`config.mk`:
```
export PLATFORM = sky130hd
export DESIGN_NAME = dtc_timer
export DESIGN_NICKNAME = d
export VERILOG_FILES = /design/src/hw/dtc_pkg.sv /design/src/hw/dtc_timer.sv
export SDC_FILE = /design/constraint.sdc
export NUM_CORES = 1
export LEC_CHECK = 0
export ABC_AREA = 1
export CAP_MARGIN = 40
export CELL_PAD_IN_SITES_DETAIL_PLACEMENT = 0
export CELL_PAD_IN_SITES_GLOBAL_PLACEMENT = 1
export CORE_ASPECT_RATIO = 2
export CORE_MARGIN = 1.5
export CORE_UTILIZATION = 38
export DETAILED_ROUTE_END_ITERATION = 6
export DONT_BUFFER_PORTS = 1
export PLACE_DENSITY_LB_ADDON = 0.1
export SYNTH_ARGS = -nofsm -noshare
export SYNTH_HDL_FRONTEND = slang
export SYNTH_SLANG_ARGS = --single-unit
```
`constraint.sdc`:
```
create_clock -name core_clk -period 2.2 [get_ports core_clk]
set_input_delay 0.22 -clock core_clk [delete_from_list [all_inputs] [get_ports core_clk]]
set_output_delay 0.22 -clock core_clk [all_outputs]
set_load 0.02 [all_outputs]
```
`src/hw/dtc_pkg.sv`:
```
// Package for the dual timer/counter: register map, fields, modes, counting
`default_nettype none

package dtc_pkg;

   // Machine cycle timing: six processor clocks of two oscillator periods
   localparam int unsigned CPU_CLKS_PER_MC  = 6;
   localparam int unsigned OSC_PER_CPU_CLK  = 2;
   localparam int unsigned MC_OSC_CLKS      = CPU_CLKS_PER_MC * OSC_PER_CPU_CLK;
   localparam int unsigned MC_CNT_W         = 4;
   localparam logic [MC_CNT_W-1:0] MC_LAST  = MC_CNT_W'(MC_OSC_CLKS - 1);

   // Avalon-MM register map, byte addresses
   localparam int unsigned ADDR_W           = 5;
   localparam logic [ADDR_W-1:0] REG_CTRL   = 5'h00;
   localparam logic [ADDR_W-1:0] REG_MODE   = 5'h04;
   localparam logic [ADDR_W-1:0] REG_U0_LO  = 5'h08;
   localparam logic [ADDR_W-1:0] REG_U0_HI  = 5'h0c;
   localparam logic [ADDR_W-1:0] REG_U1_LO  = 5'h10;
   localparam logic [ADDR_W-1:0] REG_U1_HI  = 5'h14;

   // timer_control fields
   localparam int unsigned CTRL_TF1 = 7;
   localparam int unsigned CTRL_TR1 = 6;
   localparam int unsigned CTRL_TF0 = 5;
   localparam int unsigned CTRL_TR0 = 4;
   localparam int unsigned CTRL_IE1 = 3;
   localparam int unsigned CTRL_IT1 = 2;
   localparam int unsigned CTRL_IE0 = 1;
   localparam int unsigned CTRL_IT0 = 0;

   // timer_mode fields
   localparam int unsigned MODE_GATE1 = 7;
   localparam int unsigned MODE_CT1   = 6;
   localparam int unsigned MODE_U1_HI = 5;
   localparam int unsigned MODE_U1_LO = 4;
   localparam int unsigned MODE_GATE0 = 3;
   localparam int unsigned MODE_CT0   = 2;
   localparam int unsigned MODE_U0_HI = 1;
   localparam int unsigned MODE_U0_LO = 0;

   // Reset values
   localparam logic [7:0] CTRL_RESET  = 8'h00;
   localparam logic [7:0] MODE_RESET  = 8'h00;
   localparam logic [7:0] COUNT_RESET = 8'h00;

   // Counter widths and limits
   localparam int unsigned  PRESCALE_W   = 5;
   localparam logic [4:0]   PRESCALE_MAX = 5'h1f;
   localparam logic [7:0]   BYTE_MAX     = 8'hff;
   localparam logic [15:0]  WORD_MAX     = 16'hffff;

   typedef enum logic [1:0]
   {
      DTC_MODE_13BIT  = 2'b00,
      DTC_MODE_16BIT  = 2'b01,
      DTC_MODE_RELOAD = 2'b10,
      DTC_MODE_SPLIT  = 2'b11
   } dtc_mode_t;

   typedef enum logic
   {
      DTC_BUS_IDLE = 1'b0,
      DTC_BUS_DONE = 1'b1
   } dtc_bus_state_t;

   // Counter bytes with the overflow strobe of one step
   typedef struct packed
   {
      logic [7:0] hi;
      logic [7:0] lo;
      logic       ovf;
   } dtc_cnt_t;

   // One counting step of a unit; split mode only advances the low byte
   function automatic dtc_cnt_t dtc_cnt_step
   (
      input dtc_mode_t  mode,
      input logic [7:0] hi,
      input logic [7:0] lo,
      input logic       inc
   );
      dtc_cnt_t r;
      r.hi  = hi;
      r.lo  = lo;
      r.ovf = 1'b0;
      if (inc)
      begin
         case (mode)
            DTC_MODE_13BIT:
            begin
               if (lo[PRESCALE_W-1:0] == PRESCALE_MAX)
               begin
                  r.lo  = {lo[7:PRESCALE_W], {PRESCALE_W{1'b0}}};
                  r.hi  = hi + 8'h01;
                  r.ovf = (hi == BYTE_MAX);
               end
               else
               begin
                  r.lo = {lo[7:PRESCALE_W], lo[PRESCALE_W-1:0] + 5'h01};
               end
            end
            DTC_MODE_16BIT:
            begin
               {r.hi, r.lo} = {hi, lo} + 16'h0001;
               r.ovf        = ({hi, lo} == WORD_MAX);
            end
            DTC_MODE_RELOAD:
            begin
               r.lo  = (lo == BYTE_MAX) ? hi : lo + 8'h01;
               r.ovf = (lo == BYTE_MAX);
            end
            DTC_MODE_SPLIT:
            begin
               r.lo  = lo + 8'h01;
               r.ovf = (lo == BYTE_MAX);
            end
            default:
            begin
               r.lo = lo;
            end
         endcase
      end
      return r;
   endfunction

endpackage

`default_nettype wire

```
`src/hw/dtc_timer.sv`:
```
// Dual 16-bit timer/event counter with four modes and an Avalon-MM slave
`default_nettype none

// Contract
// - Timer function counts once per machine cycle
// - Counter samples pin per cycle, counts falls
// - Counted edge appears in the following cycle
// - Edge detection spans two cycles, rate limited
// - Selector bit picks machine cycle or pin
// - Two-bit field selects one of four modes
// - Mode 0: 13 bits, five-bit low prescaler
// - Rollover to zero sets the overflow flag
// - Count only when run and gate allow
// - Setting run bit keeps the count value
// - Mode 1: full 16-bit cascade, no prescaler
// - Mode 2: low byte reloads from high byte
// - Unit 1 mode 3 holds its count
// - Unit 0 split low byte uses unit 0 controls
// - Split high byte times, uses unit 1 bits
// - Unit 1 keeps counting without interrupt then
// - Overflow flags clear when vector taken
// - Run bits are software read/write
// - Edge flags set on pin edge, cleared processed
// - Type bits choose edge or level trigger
module dtc_timer
   import dtc_pkg::*;
(
   input  wire logic              core_clk,
   input  wire logic              nrst,
   input  wire logic [ADDR_W-1:0] address,
   input  wire logic              read,
   input  wire logic              write,
   input  wire logic [31:0]       writedata,
   input  wire logic [3:0]        byteenable,
   output logic      [31:0]       readdata,
   output logic                   waitrequest,
   input  wire logic              unit0_count_pin,
   input  wire logic              unit1_count_pin,
   input  wire logic              ext_irq0_pin_n,
   input  wire logic              ext_irq1_pin_n,
   input  wire logic              unit0_vector_ack,
   input  wire logic              unit1_vector_ack,
   input  wire logic              ext_irq0_vector_ack,
   input  wire logic              ext_irq1_vector_ack,
   output logic                   unit0_overflow_flag,
   output logic                   unit1_overflow_flag,
   output logic                   ext_irq0_edge_flag,
   output logic                   ext_irq1_edge_flag,
   output logic                   unit1_overflow_pulse
);

   logic [MC_CNT_W-1:0] mc_cnt;
   logic [7:0]          timer_control;
   logic [7:0]          timer_mode;
   logic [7:0]          unit0_low_byte;
   logic [7:0]          unit0_high_byte;
   logic [7:0]          unit1_low_byte;
   logic [7:0]          unit1_high_byte;
   logic [1:0]          cnt_smp;
   logic [1:0]          cnt_pend;
   logic [1:0]          irq_smp;
   dtc_bus_state_t      bus_state;
   dtc_bus_state_t      next_bus_state;

   // Machine cycle strobe: one core_clk in twelve
   wire logic mc_tick = (mc_cnt == MC_LAST);
   wire logic [MC_CNT_W-1:0] next_mc_cnt =
      mc_tick ? '0 : mc_cnt + MC_CNT_W'(1);

   // Bus slave: one wait cycle, then the request is taken
   wire logic bus_req = read | write;
   wire logic bus_take = bus_req & (bus_state == DTC_BUS_DONE);
   wire logic bus_wr = write & bus_take & byteenable[0];
   wire logic [7:0] wbyte = writedata[7:0];

   wire logic wr_ctrl = bus_wr & (address == REG_CTRL);
   wire logic wr_mode = bus_wr & (address == REG_MODE);
   wire logic wr_u0lo = bus_wr & (address == REG_U0_LO);
   wire logic wr_u0hi = bus_wr & (address == REG_U0_HI);
   wire logic wr_u1lo = bus_wr & (address == REG_U1_LO);
   wire logic wr_u1hi = bus_wr & (address == REG_U1_HI);

   wire logic [7:0] read_mux =
      (address == REG_CTRL)  ? timer_control   :
      (address == REG_MODE)  ? timer_mode      :
      (address == REG_U0_LO) ? unit0_low_byte  :
      (address == REG_U0_HI) ? unit0_high_byte :
      (address == REG_U1_LO) ? unit1_low_byte  :
      (address == REG_U1_HI) ? unit1_high_byte : 8'h00;

   always_comb
   begin
      case (bus_state)
         DTC_BUS_IDLE: next_bus_state = bus_req ? DTC_BUS_DONE : DTC_BUS_IDLE;
         DTC_BUS_DONE: next_bus_state = DTC_BUS_IDLE;
         default:      next_bus_state = DTC_BUS_IDLE;
      endcase
   end

   assign waitrequest = bus_req & (bus_state != DTC_BUS_DONE);

   // Mode fields
   wire dtc_mode_t u0_mode =
      dtc_mode_t'(timer_mode[MODE_U0_HI:MODE_U0_LO]);
   wire dtc_mode_t u1_mode =
      dtc_mode_t'(timer_mode[MODE_U1_HI:MODE_U1_LO]);
   wire logic u0_split = (u0_mode == DTC_MODE_SPLIT);
   wire logic u1_stop  = (u1_mode == DTC_MODE_SPLIT);

   // Pin falls seen across two machine-cycle samples, counted next cycle
   wire logic [1:0] cnt_pins = {unit1_count_pin, unit0_count_pin};
   wire logic [1:0] next_cnt_pend = cnt_smp & ~cnt_pins;

   // Count sources: machine cycle or pending pin fall
   wire logic u0_src = mc_tick &
      (timer_mode[MODE_CT0] ? cnt_pend[0] : 1'b1);
   wire logic u1_src = mc_tick &
      (timer_mode[MODE_CT1] ? cnt_pend[1] : 1'b1);

   // Gating by run bit and, when gate is set, by a high interrupt pin
   wire logic u0_gate_ok = ~timer_mode[MODE_GATE0] | ext_irq0_pin_n;
   wire logic u1_gate_ok = ~timer_mode[MODE_GATE1] | ext_irq1_pin_n;
   wire logic u0_inc = timer_control[CTRL_TR0] & u0_gate_ok & u0_src;

   // With unit 0 split, unit 1 loses its run bit and runs unless in mode 3
   wire logic u1_run = u0_split | timer_control[CTRL_TR1];
   wire logic u1_inc = ~u1_stop & u1_run & u1_gate_ok & u1_src;

   // Split high byte: machine cycles only, started by unit 1 run bit
   wire logic th0_inc = u0_split & timer_control[CTRL_TR1] & mc_tick;
   wire logic th0_ovf = th0_inc & (unit0_high_byte == BYTE_MAX);

   wire dtc_cnt_t u0_step = dtc_cnt_step(u0_mode, unit0_high_byte,
      unit0_low_byte, u0_inc);
   wire dtc_cnt_t u1_step = dtc_cnt_step(u1_mode, unit1_high_byte,
      unit1_low_byte, u1_inc);

   // Count bytes: a software write wins over counting in the same cycle
   wire logic [7:0] u0_hi_cnt =
      u0_split ? unit0_high_byte + {7'h00, th0_inc} : u0_step.hi;
   wire logic [7:0] next_u0_lo = wr_u0lo ? wbyte : u0_step.lo;
   wire logic [7:0] next_u0_hi = wr_u0hi ? wbyte : u0_hi_cnt;
   wire logic [7:0] next_u1_lo = wr_u1lo ? wbyte : u1_step.lo;
   wire logic [7:0] next_u1_hi = wr_u1hi ? wbyte : u1_step.hi;

   // Overflow events; unit 1 sets no flag of its own while unit 0 is split, only its overflow pulse
   wire logic tf0_set = u0_step.ovf;
   wire logic tf1_set = u0_split ? th0_ovf : u1_step.ovf;

   // External interrupt pins, sampled each machine cycle
   wire logic [1:0] irq_pins = {ext_irq1_pin_n, ext_irq0_pin_n};
   wire logic [1:0] irq_type =
      {timer_control[CTRL_IT1], timer_control[CTRL_IT0]};
   wire logic [1:0] irq_fall = {2{mc_tick}} & irq_smp & ~irq_pins;
   wire logic [1:0] irq_low  = {2{mc_tick}} & ~irq_pins;
   wire logic [1:0] ie_set =
      (irq_type & irq_fall) | (~irq_type & irq_low);

   // Control register: software bits follow writes, flags set-over-clear
   wire logic [7:0] ctrl_base = wr_ctrl ? wbyte : timer_control;
   wire logic [7:0] ctrl_clr = {unit1_vector_ack, 1'b0, unit0_vector_ack,
      1'b0, ext_irq1_vector_ack, 1'b0, ext_irq0_vector_ack, 1'b0};
   wire logic [7:0] ctrl_set = {tf1_set, 1'b0, tf0_set, 1'b0,
      ie_set[1], 1'b0, ie_set[0], 1'b0};
   wire logic [7:0] next_timer_control = (ctrl_base & ~ctrl_clr) | ctrl_set;
   wire logic [7:0] next_timer_mode = wr_mode ? wbyte : timer_mode;

   always_ff @(posedge core_clk or negedge nrst)
   begin
      if (!nrst)
      begin
         mc_cnt    <= '0;
         bus_state <= DTC_BUS_IDLE;
         readdata  <= '0;
      end
      else
      begin
         mc_cnt    <= next_mc_cnt;
         bus_state <= next_bus_state;
         if (read & (bus_state == DTC_BUS_IDLE))
         begin
            readdata <= {24'h000000, read_mux};
         end
      end
   end

   always_ff @(posedge core_clk or negedge nrst)
   begin
      if (!nrst)
      begin
         timer_control <= CTRL_RESET;
         timer_mode    <= MODE_RESET;
      end
      else
      begin
         timer_control <= next_timer_control;
         timer_mode    <= next_timer_mode;
      end
   end

   always_ff @(posedge core_clk or negedge nrst)
   begin
      if (!nrst)
      begin
         unit0_low_byte  <= COUNT_RESET;
         unit0_high_byte <= COUNT_RESET;
         unit1_low_byte  <= COUNT_RESET;
         unit1_high_byte <= COUNT_RESET;
      end
      else
      begin
         unit0_low_byte  <= next_u0_lo;
         unit0_high_byte <= next_u0_hi;
         unit1_low_byte  <= next_u1_lo;
         unit1_high_byte <= next_u1_hi;
      end
   end

   // Samples start high so no false fall is seen after reset
   always_ff @(posedge core_clk or negedge nrst)
   begin
      if (!nrst)
      begin
         cnt_smp  <= 2'h3;
         cnt_pend <= 2'h0;
         irq_smp  <= 2'h3;
      end
      else if (mc_tick)
      begin
         cnt_smp  <= cnt_pins;
         cnt_pend <= next_cnt_pend;
         irq_smp  <= irq_pins;
      end
   end

   always_ff @(posedge core_clk or negedge nrst)
   begin
      if (!nrst)
      begin
         unit1_overflow_pulse <= 1'b0;
      end
      else
      begin
         unit1_overflow_pulse <= u1_step.ovf;
      end
   end

   assign unit0_overflow_flag = timer_control[CTRL_TF0];
   assign unit1_overflow_flag = timer_control[CTRL_TF1];
   assign ext_irq0_edge_flag  = timer_control[CTRL_IE0];
   assign ext_irq1_edge_flag  = timer_control[CTRL_IE1];

endmodule // dtc_timer

`default_nettype wire

```
==> impl_metrics.json <==
{
  "netlist_top_cells_area": "dfrtp_1, nand2_1, nand3_1, inv_1, nor2_1",
  "grt_overflow": 0,
  "dp_cells": 904,
  "postRouteAntennaNets": 0,
  "syn_area_per_cell_um2": 6.75,
  "final_cell_mix": "nand2_1, inv_1, nor2_1",
  "route.detailed.drc": 0,
  "path_common_cell": "nand3_1",
  "hp-class": "in2reg",
  "grt_pass1_wl_um": 28700,
  "nets": 832,
  "clk_pin_slew_ns": 0.06,
  "p_per_area_nw_per_um2": 649,
  "finalHoldViolations": 0,
  "syn_area_um2": 5040,
  "vdd_drop_max_mv": 0.405,
  "cp_slowest_stage_delay_ns": 0.41,
  "leakage_nw": 2.76,
  "rsz0062_at_grt": "false",
  "avgViaCountPerCell": 5.22,
  "status": "finished, final reports clean",
  "drv_slew": 0,
  "hpwl_um": 14700,
  "drt-total-wl_um": 18500,
  "cp_max_fo": 4,
  "ys_seq_area_share_pct": 33.9,
  "gp_congestion": 0.971,
  "ys_seq_elements": 68,
  "synthToLayoutAreaGrowth_pct": 10.7,
  "die_h_um": 166,
  "num_rows": 59,
  "final-setup-viol-count": 0,
  "cp_cell_sequence": "ha_1, nand2_1, nor2_1, ha_1, inv_1, a21oi_1, nand3_1, nor2_1, nand3_1, nand3_1",
  "tns_ns": 0,
  "multi_input_comb_area_um2": 2850,
  "synth_cell_type_count": 44,
  "drt_pass1_iterations": 5,
  "crit_path_start_kind": "flip-flop",
  "fp.dieArea_um2": 14000,
  "arrival_ns": 2.28,
  "fp.dieW_um": 84.4,
  "grt_antenna_before_repair": 0,
  "grt_pass1_vias": 5020,
  "initialDrtViolationCount": 269,
  "post-synth-top-area-fraction_pct": 31.8,
  "period_needed_ns": 2.00,
  "io_pins": 91,
  "cts_max_level": 3,
  "synth_warnings": 0,
  "worstSkewPairLatency_ns": 0.34,
  "layout.cells.non_filler": 927,
  "cts_root_buffer": "clkbuf_16",
  "vias": 4837,
  "synth_edf_count": 0,
  "drive_gt1_share_pct": 10.5,
  "finClkSkew_ns": 0.00585,
  "synth_flop_cell": "dfrtp_1",
  "diodes": 0,
  "required_ns": 2.48,
  "max_cap_violations": 0,
  "io_buffers": 0,
  "worstSetupEndpointType": "flip-flop",
  "grt_max_degree": 69,
  "fp.coreArea_um2": 13000,
  "ff_latch_area_um2": 1710,
  "total_power_mw": 3.62,
  "cts_buffers": 9,
  "fillers": 1403,
  "clock_sinks": 68,
  "synthCells": 746,
  "critPathKind": "reg2reg",
  "async_flop_share_pct": 100,
  "wl_per_cell_um": 19.9,
  "synth_top_cell_by_area": "dfrtp_1",
  "start_util_pct": 38.8,
  "clock.fmax_ghz": 0.499,
  "cts_tree": "yes",
  "final_common_cell": "nand2_1",
  "min_period_over_period_pct": 91.1,
  "grt_use_total_pct": 27.6,
  "critPathSlowestCell": "dfrtp_1",
  "cts.path.max_buffers": 2
}
[where the power goes]
group,switching [mW],internal (mW)
Clock,0.577,0.906
Sequential,0.173,1.37
Combinational,0.391,0.200
Total,1.14,2.48
[layout make-up]
| class | count | area share, % |
|---|---|---|
| Clock inverter | 6 | 1.14 |
| Sequential cell | 68 | 30.6 |
| Multi-Input combinational cell | 581 | 51.1 |
| Tap cell | 152 | 3.41 |
| Timing Repair Buffer | 21 | 3.37 |
| Clock buffer | 10 | 4.29 |
| Inverter | 89 | 6.13 |
[kinds of logic (layout without fill, tap and decap cells)]
logic type,after synthesis,in the layout,share of synthesized area [%]
compound gates,99,99,11.2
fa+ha+maj,9,9,2.23
buf+inv,120,126,11.4
flops,68,68,33.9
xor+xnor,7,7,1.22
other cells,1,24,0.0744
simple gates,441,441,39.7
mux,1,1,0.298
[routing by layer]
layer  vias up  wire length [um]  GRT usage, %
met3        73               658          4.47
met1      2219              6140          26.6
met4         0              1490          19.6
met5         -                 0             0
met2       143             10200          51.4
li1       2402                 -             -
[Yosys cell counts, types with 3 or more instances]
cell type / n
nand2_1: 247
inv_1: 79
nor2_1: 78
dfrtp_1: 64
nand3_1: 64
a21oi_1: 37
o21ai_0: 34
buf_4: 25
nand4_1: 13
nor2_4: 10
o211ai_1: 10
ha_1: 9
inv_2: 8
nor3_1: 8
o21ai_1: 7
xor2_1: 6
dfstp_2: 4
nand2_2: 4
nand2_4: 4
buf_6: 3
[registers in the layout, summed over array words and instances, names as in the netlist]
register	cells
cnt_pend	2
unit1_low_byte	8
irq_smp	2
unit1_high_byte	8
unit0_low_byte	8
unit0_high_byte	8
readdata	8
bus_state	1
mc_cnt	4
timer_control	8
cnt_smp	2
timer_mode	8
unit1_overflow_pulse	1
[worst paths after layout]
kind	endpoint	from	slack (ns)	depth (start not counted)
worst min-delay path	unit1_high_byte[4]	writedata[4]	0.01	2
worst max-delay path	unit1_high_byte[1]	unit1_low_byte[1]	0.20	10
min in group asynchronous	mc_cnt[1]	nrst	0.42	2
worst max register to register	unit1_high_byte[1]	unit1_low_byte[1]	0.20	10
max in group asynchronous	unit0_high_byte[1]	nrst	1.44	2
worst min register to register	mc_cnt[0]	mc_cnt[0]	0.47	1
[through the flow]
step | setup slack, ns | hold WS (ns) | area, um2 | util, %
after floorplan | 0.324 | -0.0756 | 5120 | -
after global placement | 0.138 | -0.0738 | 5180 | 39.9
after detailed placement | 0.107 | -0.0737 | 5180 | 39.9
after CTS | 0.0872 | 0.000490 | 5560 | 42.8
after global routing | 0.0120 | 0.0104 | 5580 | 42.9
final | 0.196 | 0.0126 | 5580 | 42.9
[worst max-delay path: cells and delay by family (launching register included)]
| kind | cells | cell delay (ns) |
|---|---|---|
| buffers and inverters | 1 | 0.08 |
| and+or+nand+nor | 6 | 0.89 |
| DFF | 1 | 0.41 |
| adders and majority gates | 2 | 0.35 |
| AOI/OAI and AO/OA | 1 | 0.22 |
[what timing repair did]
action,in CTS,in global routing
endpoints found under the hold margin,71,0
gates resized for setup,0,1
endpoints found under the setup margin,0,5
hold buffers,5,0
buffers inserted,0,2
No activity file was read; power rests on OpenSTA's default activity.
